--- src/wotp_defs.svh ---
// timing, pulse-count and tap constants for the wiper fuse programmer
// Behaviour
// - move wiper to target before programming
// - ud, cs high; supply on; cs low
// - six cs pulses store the tap
// - seventh pulse also locks the wiper
// - program the part only once unless allow_reprogram_i is set
// - supply off first, then cs high
`ifndef WOTP_DEFS_SVH
`define WOTP_DEFS_SVH

`define WOTP_CLK_MHZ 100
`define WOTP_TCH_NS 1000
`define WOTP_TCL_NS 1000
`define WOTP_SETUP_NS 1000
`define WOTP_SETTLE_NS 100000
`define WOTP_TAP_W 6
`define WOTP_TAP_MAX 6'h3F
`define WOTP_TAP_MID 6'h1F
`define WOTP_PULSES_STORE 3'h6
`define WOTP_PULSES_LOCK 3'h7
`define WOTP_CNT_W 16

`endif

--- src/wotp_pkg.sv ---
// types and helpers shared by the wiper fuse programmer
`include "wotp_defs.svh"

package wotp_pkg;

  typedef enum logic [1:0] {
    WOTP_OP_NONE = 2'h0,
    WOTP_OP_STEP = 2'h1,
    WOTP_OP_PROGRAM = 2'h2
  } wotp_op_t;

  typedef struct packed {
    wotp_op_t op;
    logic dir_up;
    logic [`WOTP_TAP_W-1:0] count;
    logic [`WOTP_TAP_W-1:0] tap;
    logic lock;
  } wotp_cmd_t;

  typedef struct packed {
    logic busy;
    logic programmed;
    logic locked;
    logic [`WOTP_TAP_W-1:0] fuse_image;
  } wotp_status_t;

  // least time in ns to whole clock cycles, rounded up, never below one
  function automatic logic [`WOTP_CNT_W-1:0] wotp_ns_to_cyc(input int ns);
    int c;
    c = (ns * `WOTP_CLK_MHZ + 999) / 1000;
    if (c < 1) begin
      c = 1;
    end
    return c[`WOTP_CNT_W-1:0];
  endfunction : wotp_ns_to_cyc

endpackage : wotp_pkg

--- src/wotp_timer.sv ---
// down-counting wait timer with a registered expiry flag
`timescale 1ns/1ps
`include "wotp_defs.svh"

module wotp_timer #(
  parameter int CNT_W = `WOTP_CNT_W
) (
  input wire logic core_clk_i,
  input wire logic rstn_i,
  input wire logic start_i,
  input wire logic [CNT_W-1:0] count_i,
  output logic expired_o
);

  logic [CNT_W-1:0] cnt_q;
  logic [CNT_W-1:0] cnt_d;
  logic exp_q;
  logic exp_d;

  always_comb begin
    if (start_i) begin
      cnt_d = count_i;
    end else if (cnt_q != '0) begin
      cnt_d = cnt_q - {{(CNT_W-1){1'b0}}, 1'b1};
    end else begin
      cnt_d = '0;
    end
    // a fresh start never reads as expired, so a stale flag cannot skip a wait
    exp_d = !start_i && (cnt_d == '0);
  end

  always_ff @(posedge core_clk_i) begin
    if (!rstn_i) begin
      cnt_q <= '0;
      exp_q <= 1'b0;
    end else begin
      cnt_q <= cnt_d;
      exp_q <= exp_d;
    end
  end

  assign expired_o = exp_q;

endmodule : wotp_timer

--- src/wotp_programmer.sv ---
// host controller that steps a fuse-programmable potentiometer and burns its power-up tap
`timescale 1ns/1ps
`include "wotp_defs.svh"
module wotp_programmer
  import wotp_pkg::*;
#(
  parameter int TCH_NS = `WOTP_TCH_NS,
  parameter int TCL_NS = `WOTP_TCL_NS,
  parameter int SETUP_NS = `WOTP_SETUP_NS,
  parameter int SETTLE_NS = `WOTP_SETTLE_NS
) (
  input wire logic core_clk_i,
  input wire logic rstn_i,
  input wire logic cmd_valid_i,
  input wire wotp_cmd_t cmd_i,
  input wire logic allow_reprogram_i,
  output logic cmd_ready_o,
  output logic done_o,
  output logic refused_o,
  output wotp_status_t status_o,
  output logic cs_n_o,
  output logic ud_o,
  output logic fuse_program_supply_o
);
  typedef enum logic [11:0] {
    ST_IDLE    = 12'h001,
    ST_MV_DIR  = 12'h002,
    ST_MV_SEL  = 12'h004,
    ST_MV_UDL  = 12'h008,
    ST_MV_UDH  = 12'h010,
    ST_MV_DSEL = 12'h020,
    ST_P_PREP  = 12'h040,
    ST_P_SUP   = 12'h080,
    ST_P_LOW   = 12'h100,
    ST_P_HIGH  = 12'h200,
    ST_P_REL   = 12'h400,
    ST_P_END   = 12'h800
  } wotp_state_t;
  typedef enum logic [1:0] {PH_NONE = 2'h0, PH_DOWN = 2'h1, PH_UP = 2'h2} wotp_phase_t;
  localparam logic [`WOTP_CNT_W-1:0] TCH_CYC = wotp_ns_to_cyc(TCH_NS);
  localparam logic [`WOTP_CNT_W-1:0] TCL_CYC = wotp_ns_to_cyc(TCL_NS);
  localparam logic [`WOTP_CNT_W-1:0] SETUP_CYC = wotp_ns_to_cyc(SETUP_NS);
  localparam logic [`WOTP_CNT_W-1:0] SETTLE_CYC = wotp_ns_to_cyc(SETTLE_NS);
  wotp_state_t state_q, state_d;
  wotp_phase_t phase_q, phase_d;
  logic cs_n_q, cs_n_d;
  logic ud_q, ud_d;
  logic sup_q, sup_d;
  logic dir_q, dir_d;
  logic [`WOTP_TAP_W-1:0] left_q, left_d;
  logic [`WOTP_TAP_W-1:0] tap_q, tap_d;
  logic lock_q, lock_d;
  logic [2:0] pulses_q, pulses_d;
  logic done_q, done_d;
  logic refused_q, refused_d;
  logic rdy_q, rdy_d, busy_q;
  logic programmed_q, programmed_d;
  logic locked_q, locked_d;
  logic [`WOTP_TAP_W-1:0] fuse_q, fuse_d;
  logic tmr_start, tmr_exp, accept;
  logic [`WOTP_CNT_W-1:0] tmr_count;
  logic [2:0] target_pulses;
  wotp_timer #(.CNT_W(`WOTP_CNT_W)) u_timer (
    .core_clk_i(core_clk_i), .rstn_i(rstn_i), .start_i(tmr_start), .count_i(tmr_count), .expired_o(tmr_exp)
  );
  assign accept = cmd_valid_i && rdy_q && (state_q == ST_IDLE);
  assign target_pulses = lock_q ? `WOTP_PULSES_LOCK : `WOTP_PULSES_STORE;
  always_comb begin
    state_d = state_q;
    phase_d = phase_q;
    cs_n_d = cs_n_q;
    ud_d = ud_q;
    sup_d = sup_q;
    dir_d = dir_q;
    left_d = left_q;
    tap_d = tap_q;
    lock_d = lock_q;
    pulses_d = pulses_q;
    done_d = 1'b0;
    refused_d = 1'b0;
    programmed_d = programmed_q;
    locked_d = locked_q;
    fuse_d = fuse_q;
    tmr_start = 1'b0;
    tmr_count = '0;
    case (state_q)
      ST_IDLE: begin
        cs_n_d = 1'b1;
        ud_d = 1'b1;
        sup_d = 1'b0;
        if (accept) begin
          if (locked_q || cmd_i.op == WOTP_OP_NONE) begin
            // a locked part no longer listens, so nothing is driven at it
            refused_d = 1'b1;
          end else if (cmd_i.op == WOTP_OP_STEP) begin
            if (cmd_i.count == '0) begin
              done_d = 1'b1;
            end else begin
              dir_d = cmd_i.dir_up;
              left_d = cmd_i.count;
              phase_d = PH_NONE;
              state_d = ST_MV_DIR;
              tmr_start = 1'b1;
              tmr_count = SETUP_CYC;
            end
          end else if (programmed_q && !allow_reprogram_i) begin
            refused_d = 1'b1;
          end else begin
            // a full down run parks the wiper at tap 0 whatever its start
            tap_d = cmd_i.tap;
            lock_d = cmd_i.lock;
            dir_d = 1'b0;
            left_d = `WOTP_TAP_MAX;
            phase_d = PH_DOWN;
            state_d = ST_MV_DIR;
            tmr_start = 1'b1;
            tmr_count = SETUP_CYC;
          end
        end
      end
      ST_MV_DIR: begin
        ud_d = dir_q;
        cs_n_d = 1'b1;
        if (tmr_exp) begin
          cs_n_d = 1'b0;
          state_d = ST_MV_SEL;
          tmr_start = 1'b1;
          tmr_count = TCL_CYC;
        end
      end
      ST_MV_SEL: begin
        if (tmr_exp) begin
          ud_d = 1'b0;
          state_d = ST_MV_UDL;
          tmr_start = 1'b1;
          tmr_count = TCL_CYC;
        end
      end
      ST_MV_UDL: begin
        if (tmr_exp) begin
          ud_d = 1'b1;
          left_d = left_q - 6'h01;
          state_d = ST_MV_UDH;
          tmr_start = 1'b1;
          tmr_count = TCH_CYC;
        end
      end
      ST_MV_UDH: begin
        if (tmr_exp) begin
          tmr_start = 1'b1;
          // ud is high here, so releasing cs adds no extra step
          if (left_q == '0) begin
            cs_n_d = 1'b1;
            state_d = ST_MV_DSEL;
            tmr_count = TCH_CYC;
          end else begin
            ud_d = 1'b0;
            state_d = ST_MV_UDL;
            tmr_count = TCL_CYC;
          end
        end
      end
      ST_MV_DSEL: begin
        if (tmr_exp) begin
          tmr_start = 1'b1;
          tmr_count = SETUP_CYC;
          if (phase_q == PH_DOWN && tap_q != '0) begin
            dir_d = 1'b1;
            left_d = tap_q;
            phase_d = PH_UP;
            state_d = ST_MV_DIR;
          end else if (phase_q == PH_NONE) begin
            done_d = 1'b1;
            state_d = ST_IDLE;
          end else begin
            phase_d = PH_NONE;
            state_d = ST_P_PREP;
          end
        end
      end
      ST_P_PREP: begin
        ud_d = 1'b1;
        cs_n_d = 1'b1;
        if (tmr_exp) begin
          sup_d = 1'b1;
          state_d = ST_P_SUP;
          tmr_start = 1'b1;
          tmr_count = SETTLE_CYC;
        end
      end
      ST_P_SUP: begin
        if (tmr_exp) begin
          cs_n_d = 1'b0;
          pulses_d = 3'h0;
          state_d = ST_P_LOW;
          tmr_start = 1'b1;
          tmr_count = TCL_CYC;
        end
      end
      ST_P_LOW: begin
        if (tmr_exp) begin
          tmr_start = 1'b1;
          if (pulses_q == target_pulses) begin
            sup_d = 1'b0;
            state_d = ST_P_REL;
            tmr_count = SETTLE_CYC;
          end else begin
            cs_n_d = 1'b1;
            state_d = ST_P_HIGH;
            tmr_count = TCH_CYC;
          end
        end
      end
      ST_P_HIGH: begin
        if (tmr_exp) begin
          cs_n_d = 1'b0;
          pulses_d = pulses_q + 3'h1;
          state_d = ST_P_LOW;
          tmr_start = 1'b1;
          tmr_count = TCL_CYC;
        end
      end
      ST_P_REL: begin
        if (tmr_exp) begin
          cs_n_d = 1'b1;
          state_d = ST_P_END;
          tmr_start = 1'b1;
          tmr_count = TCH_CYC;
        end
      end
      ST_P_END: begin
        if (tmr_exp) begin
          programmed_d = 1'b1;
          locked_d = locked_q | lock_q;
          // fuses only ever blow, so the image tracks the OR of every burn
          fuse_d = fuse_q | tap_q;
          done_d = 1'b1;
          state_d = ST_IDLE;
        end
      end
      default: begin
        state_d = ST_IDLE;
        cs_n_d = 1'b1;
        ud_d = 1'b1;
        sup_d = 1'b0;
      end
    endcase
    rdy_d = (state_d == ST_IDLE);
  end
  always_ff @(posedge core_clk_i) begin
    if (!rstn_i) begin
      state_q <= ST_IDLE;
      phase_q <= PH_NONE;
      cs_n_q <= 1'b1;
      ud_q <= 1'b1;
      sup_q <= 1'b0;
      dir_q <= 1'b1;
      left_q <= '0;
      tap_q <= `WOTP_TAP_MID;
      lock_q <= 1'b0;
      pulses_q <= 3'h0;
      done_q <= 1'b0;
      refused_q <= 1'b0;
      rdy_q <= 1'b0;
      busy_q <= 1'b1;
      programmed_q <= 1'b0;
      locked_q <= 1'b0;
      fuse_q <= '0;
    end else begin
      state_q <= state_d;
      phase_q <= phase_d;
      cs_n_q <= cs_n_d;
      ud_q <= ud_d;
      sup_q <= sup_d;
      dir_q <= dir_d;
      left_q <= left_d;
      tap_q <= tap_d;
      lock_q <= lock_d;
      pulses_q <= pulses_d;
      done_q <= done_d;
      refused_q <= refused_d;
      rdy_q <= rdy_d;
      busy_q <= !rdy_d;
      programmed_q <= programmed_d;
      locked_q <= locked_d;
      fuse_q <= fuse_d;
    end
  end
  assign cmd_ready_o = rdy_q;
  assign done_o = done_q;
  assign refused_o = refused_q;
  // busy has its own flop so that every status bit leaves straight from a register
  assign status_o = '{busy: busy_q, programmed: programmed_q, locked: locked_q, fuse_image: fuse_q};
  assign cs_n_o = cs_n_q;
  assign ud_o = ud_q;
  assign fuse_program_supply_o = sup_q;
endmodule : wotp_programmer

--- config.mk ---
export PLATFORM = sky130hd
export DESIGN_NAME = wotp_programmer
export DESIGN_NICKNAME = d
export VERILOG_FILES = /design/src/wotp_pkg.sv /design/src/wotp_timer.sv /design/src/wotp_programmer.sv
export VERILOG_INCLUDE_DIRS = /design/src
export SDC_FILE = /design/constraint.sdc
export NUM_CORES = 1
export LEC_CHECK = 0
export ABC_AREA = 1
export BUFFER_PORTS_ARGS = -buffer_cell sky130_fd_sc_hd__buf_2
export CORE_AREA = 2 2 112 114
export DETAILED_ROUTE_END_ITERATION = 10
export DIE_AREA = 0 0 114 116
export HOLD_SLACK_MARGIN = 0.08
export PLACE_DENSITY = 0.48
export SLEW_MARGIN = 25
export SYNTH_ARGS = -nofsm -noshare
export SYNTH_HDL_FRONTEND = slang
export SYNTH_HIERARCHICAL = 1
export SYNTH_SLANG_ARGS = --single-unit
--- constraint.sdc ---
create_clock -name core_clk_i -period 4.1 [get_ports core_clk_i]
set_input_delay 0.41 -clock core_clk_i [delete_from_list [all_inputs] [get_ports core_clk_i]]
set_output_delay 0.41 -clock core_clk_i [all_outputs]
set_load 0.05 [all_outputs]
==> metrics.yaml, run 1 <==
die_height_microns: 116
startpoint_type: "register"
grt.overflow.total: 0
syn_area_per_cell_sq_um: 6.29
via_count: 4003
first_iter_violations: 181
slowest_stage: "dfxtp_1"
p_sw_uw: 888
hold_violations: 0
p_int_mw: 1.62
coreArea_sq_mm: 0.0119
grt_pass1_vias: 3850
period_needed_ns: 3.08
start_util_pct: 34.3
synth_top_cells_by_area: "dfxtp_1 31%, nand2_1 16%, nor2_1 8.5%"
swShare_pct: 35.4
cpPeakStageDelay_ns: 0.43
max_slew_margin_pct: 45.8
peakVddDrop_mv: 0.274
worst_slack_ns: 1.02
drive_gt1_share_pct: 16.5
ctsResizeCount: 0
finalInstanceArea_sq_mm: 0.00477
grt_max_degree: 27
routed_wl_microns: 11200
io_pins: 35
cts_tree: "built"
syn_area_sq_mm: 0.00409
cts_buffer_depth: 2
drc_errors: 0
netlist_instances: 649
ys_ff_latch: 63
clock_latency_ns: 0.34
skew_ns: 0.00342
viasPerCell: 4.77
p_clk_share_pct: 38.7
fmax_ghz: 0.324
place_hpwl_microns: 8670
maxCapViolations: 0
hold_buffers: 0
die_x_microns: 114
cts-htree-levels: 3
crit_family: "simple AND/OR/NAND/NOR gates"
p_seq_share_pct: 28.9
antenna_found_initial: 0
ant_nets: 0
path_class: "reg2reg"
crit_path_max_fanout: 21
gp_congestion: 0.857
nets: 711
track_usage_pct: 18.1
status: "finished, final reports clean"
finalMaxSlewViolations: 0
pre_cts_ws_ns: 1.11
power_frac_comb_pct: 32.4
worst_pin_slew_ns: 0.811
grt_setup_unrepaired: "no"
post-cts-setup-buffer-count: 0
period_share_pct: 75.2
end_kind: "register"
synth_top_cell_area_share_pct: 30.9
clock_sinks: 63
tns_ns: 0
setup_viol: 0
wl_per_cell_microns: 13.3
ys_types: 44
crit_buf_inv: 4
synth_top_cell_by_area: "dfxtp_1"
firstDrtPassIters: 4
hold_class: "in2reg"
area_delta_synth_final_pct: 16.9
p_per_area_mw_per_mm2: 526
cts_root_buf: "clkbuf_16"
cp.arrival_ns: 3.33
die_area_sq_mm: 0.0132
ys_warn_count: 6
place_area_sq_mm: 0.00440
ys_seq_area_share_pct: 30.9
crit_path_cell_trace: "inv_1, nand2_1, nor2_1, o21ai_0, nand2_1, nor2_1, nand4_1, o21ai_0, nand2_1, inv_1, nand2_8, inv_6, nand2_1, o21ai_0, inv_1, nand3_1, nor2_1"
io_buffer_count: 34
row_count: 40
grt_pass1_wl_microns: 18500
path_clk_slew_ns: 0.06
cp.required_ns: 4.34
crit_top_cell: "nand2_1"
antenna_cells: 0
cts_made_buffers: 9
leakage_nw: 2.36
==> cells in the mapped netlist <==
cell type,count
inv_4,1
nand2_4,8
nor2_8,2
a32oi_1,1
dfxtp_1,63
buf_1,1
nand2_8,2
clkbuf_1,7
nand4_1,9
or3_1,1
nor3b_2,1
nand3_1,51
or2_1,1
buf_2,2
nor2_2,15
inv_8,1
nor3_1,10
a21boi_2,1
nand2_2,14
a221oi_1,1
inv_1,82
a31oi_1,2
xor2_1,2
buf_4,3
o21ai_2,1
a21oi_2,1
inv_6,1
nor2_1,92
o21bai_1,2
nand3_2,3
o22ai_1,1
o21ai_0,21
nand2_1,179
o21ai_1,3
inv_2,3
nor4_1,1
clkinv_1,1
ha_1,3
nor3b_1,1
a21oi_1,37
o21a_1,2
conb_1,1
nor2_4,11
o211ai_1,4
==> layout make-up <==
class | instances | area [sq um]
multi-input cells | 491 | 2440
inverters | 89 | 349
clock inverters | 5 | 129
repair buffers | 34 | 170
fillers | 1309 | 7140
clock buffers | 11 | 243
flip-flops and latches | 63 | 1260
well taps | 147 | 184
==> metal layers <==
layer,share of wire (%),up-vias,track usage (%)
met4,1.7,0,7.56
met1,50,1807,23.7
met5,0,-,0
met3,3.5,16,4.39
li1,-,2116,-
met2,45,64,28.7
==> power groups by stage <==
stage	clock network, mW	logic [mW]	registers [mW]
2_1_floorplan	0	0.657	0.729
3_3_place_gp	0	0.819	0.739
3_5_place_dp	0	0.817	0.739
4_1_cts	0.992	0.823	0.726
5_1_grt	1.02	0.936	0.735
6_report	0.971	0.814	0.727
==> registers in the layout, summed over array words and instances, names as in the netlist, 2 cells and up <==
name,count
u_timer/cnt_q,16
tap_q,6
pulses_q,3
phase_q,2
state_q,12
fuse_q,6
left_q,6
==> worst register-to-register path, stage by stage, from the launching register on <==
cell and delay (ns):
dfxtp_1 0.43, inv_1 0.08, nand2_1 0.06, nor2_1 0.09, o21ai_0 0.25, nand2_1 0.10
nor2_1 0.20, nand4_1 0.16, o21ai_0 0.20, nand2_1 0.41, inv_1 0.39, nand2_8 0.10
inv_6 0.09, nand2_1 0.05, o21ai_0 0.13, inv_1 0.09, nand3_1 0.08, nor2_1 0.05
==> worst paths after layout <==
check / to / slack [ns] / from / depth (start not counted)
worst min-delay path: tap_q[0] / 0.31 / cmd_i[1] / 3
worst max-delay path: u_timer/expired_o / 1.02 / state_q[0] / 17
worst min register to register: fuse_q[3] / 0.46 / fuse_q[3] / 2
worst max register to register: u_timer/expired_o / 1.02 / state_q[0] / 17
==> kinds of logic after synthesis <==
kind of cell / Yosys count / synth area share, %
other cells: 1 / 0.0918
xor+xnor: 2 / 0.429
simple gates: 401 / 47.1
flops: 63 / 30.9
buf+inv: 102 / 10.1
fa+ha+maj: 3 / 0.919
compound gates: 77 / 10.5
==> through the flow <==
step / power (mW) / utilization (%) / hold WS (ns) / cells
6_report: 2.51 / 40.1 / 0.308 / 840
3_5_place_dp: 1.56 / 37.0 / 0.447 / 824
5_1_grt: 2.69 / 40.1 / 0.324 / 840
4_1_cts: 2.54 / 40.1 / 0.303 / 840
2_1_floorplan: 1.39 / - / 0.429 / 656
3_3_place_gp: 1.56 / 37.0 / 0.442 / 824
==> placed cells by master, fill, tap and decap left out, drive strengths merged, types with 2 or more instances in the layout <==
master / count
nor3: 10
o211ai: 4
nor2: 120
clkbuf: 11
nor3b: 2
dfxtp: 63
ha: 3
o21bai: 2
inv: 88
o21ai: 25
o21a: 2
nand3: 54
a31oi: 2
buf: 34
clkinv: 2
xor2: 2
bufinv: 4
nand4: 9
conb: 8
nand2: 203
a21oi: 38
No activity file was read; power rests on OpenSTA's default activity.
==> inputs of run 2 (changes only) <==
--- a/config.mk
+++ b/config.mk
@@ -12,7 +12,7 @@
 export DETAILED_ROUTE_END_ITERATION = 10
 export DIE_AREA = 0 0 114 116
 export HOLD_SLACK_MARGIN = 0.08
-export PLACE_DENSITY = 0.48
+export PLACE_DENSITY = 0.5
 export SLEW_MARGIN = 25
 export SYNTH_ARGS = -nofsm -noshare
 export SYNTH_HDL_FRONTEND = slang
==> constraint.sdc (replaced) <==
create_clock -name core_clk_i -period 2.6 [get_ports core_clk_i]
set_input_delay 0.26 -clock core_clk_i [delete_from_list [all_inputs] [get_ports core_clk_i]]
set_output_delay 0.26 -clock core_clk_i [all_outputs]
set_load 0.05 [all_outputs]
==> run 2 against run 1 <==
  * Routed wire length rose by 0.15%
  * Sequential share of layout area fell by 0.051 points
  * Worst hold slack got worse by 0.14 ns
  * Die area did not move
  * First-iteration DRC count up 29%
  * Non-clock buffer count grew 11
  * Critical path depth up 1
  * Combinational power increased by 60%
  * Count of clock-buffer cells in the layout down 1
==> metrics.yaml, run 2 (synthesis gave the netlist of run 1 again) <==
startpoint_type: "register"
firstDrtPassIters: 5
cts_root_buf: "clkbuf_16"
grt_setup_unrepaired: "no"
dp_cells: 834
path_clk_slew_ns: 0.06
cpPeakStageDelay_ns: 0.34
pre_cts_ws_ns: 0.117
crit_family: "simple AND/OR/NAND/NOR gates"
hold_violations: 0
p_sw_mw: 1.40
grt_max_degree: 27
layout_common_cells: "179 x nand2_1, 90 x nor2_1, 81 x inv_1, 61 x dfxtp_1, 51 x nand3_1"
grt_pass1_wl_microns: 18800
io_pins: 35
drive_gt1_share_pct: 18.5
tns_ns: 0
crit_path_cell_trace: "nor2_2, nand2_4, nor2_4, nand2_1, nand2_2, inv_1, nand4_1, o21ai_0, nand2_1, buf_4, nor2_1, nand2_1, nand2_1, nor2_1, nand2_1, nor2_2, nand3_1, nor2_1"
cts_buffer_depth: 2
ant_nets: 0
area_delta_synth_final_pct: 17.3
die_x_microns: 114
p_per_area_mw_per_mm2: 763
die_area_sq_mm: 0.0132
p_int_mw: 2.25
clock_sinks: 63
grt.overflow.total: 0
place_hpwl_microns: 8760
row_count: 40
swShare_pct: 38.4
p_seq_share_pct: 31.2
path_class: "reg2reg"
hold_class: "in2reg"
p_total_mw: 3.66
worst_pin_slew_ns: 0.617
peakVddDrop_mv: 0.384
power_frac_comb_pct: 35.6
antenna_found_initial: 0
track_usage_pct: 18.2
final_common_cell: "nand2_1"
leakage_nw: 2.37
skew_ns: 0.00387
routed_wl_microns: 11200
gp_congestion: 0.894
cp.required_ns: 2.88
start_util_pct: 34.3
finalMaxSlewViolations: 0
reg.largest.list: "u_timer/cnt_q: 16 flops, state_q: 12 flops"
status: "finished, final reports clean"
antenna_cells: 0
drc_errors: 0
largest_reg_flops: 16
whs_ns: 0.167
cts_tree: "built"
cp.arrival_ns: 2.64
worst_slack_ns: 0.243
slowest_stage: "dfxtp_2"
io_buffer_count: 34
die_height_microns: 116
top_register: "u_timer/cnt_q"
crit_top_cell: "nand2_1"
max_slew_margin_pct: 58.5
viasPerCell: 4.78
period_needed_ns: 2.36
crit_buf_inv: 2
fmax_ghz: 0.424
nets: 722
p_clk_share_pct: 33.2
crit_path_max_fanout: 11
via_count: 4071
end_kind: "register"
grt_pass1_vias: 3819
maxCapViolations: 0
period_share_pct: 90.7
setup_viol: 0
clock_latency_ns: 0.34
wl_per_cell_microns: 13.1
first_iter_violations: 233
hold_buffers: 0
cts_made_buffers: 9
coreArea_sq_mm: 0.0119
cts-htree-levels: 3
fin_cells: 851
-- run 2: path summary, 6_finish.rpt --
path / slack (ns) / end / cells after the start / start
max: 0.24 / u_timer/expired_o / 18 / state_q[3]
min reg2reg: 0.45 / fuse_q[2] / 2 / fuse_q[2]
max reg2reg: 0.24 / u_timer/expired_o / 18 / state_q[3]
min: 0.17 / tap_q[2] / 3 / cmd_i[3]
-- run 2: per-stage QoR --
step	cell area (sq um)	utilization [%]
after global routing	4790	40.2
after floorplan	4110	-
after CTS	4780	40.1
after global placement	4480	37.6
final	4790	40.2
after detailed placement	4480	37.6
-- run 2: area by class of cell --
cell class | instances | area [sq um]
Fill cell | 1271 | 7120
Multi-Input combinational cell | 491 | 2440
Sequential cell | 63 | 1260
Inverter | 89 | 349
Timing Repair Buffer | 45 | 253
Clock buffer | 10 | 229
Tap cell | 147 | 184
Clock inverter | 6 | 71.3
-- run 2: layer usage --
metal,global-route usage [%],vias up,share of wire [%]
li1,-,2134,-
met1,25.3,1804,50
met2,27.5,104,42
met3,3.24,29,5.1
met4,8.13,0,2.9
met5,0,-,0
-- run 2: timing repair --
action | in CTS | in global routing
resized for setup | 0 | 6
endpoints found under the setup margin | 0 | 3
setup buffers | 0 | 1
endpoints found under the hold margin | 0 | 0
-- run 2: tightest hold or removal path: stages --
cell	delay, ns
buf_2	0.08
nand3_1	0.06
nand3_1	0.07
-- run 2: power groups by stage --
stage          logic, mW  registers [mW]  clock network (mW)
6_report            1.30            1.14                1.21
5_1_grt             1.50            1.15                1.29
4_1_cts             1.30            1.14                1.24
3_5_place_dp        1.30            1.16                   0
3_3_place_gp        1.30            1.16                   0
2_1_floorplan       1.04            1.15                   0
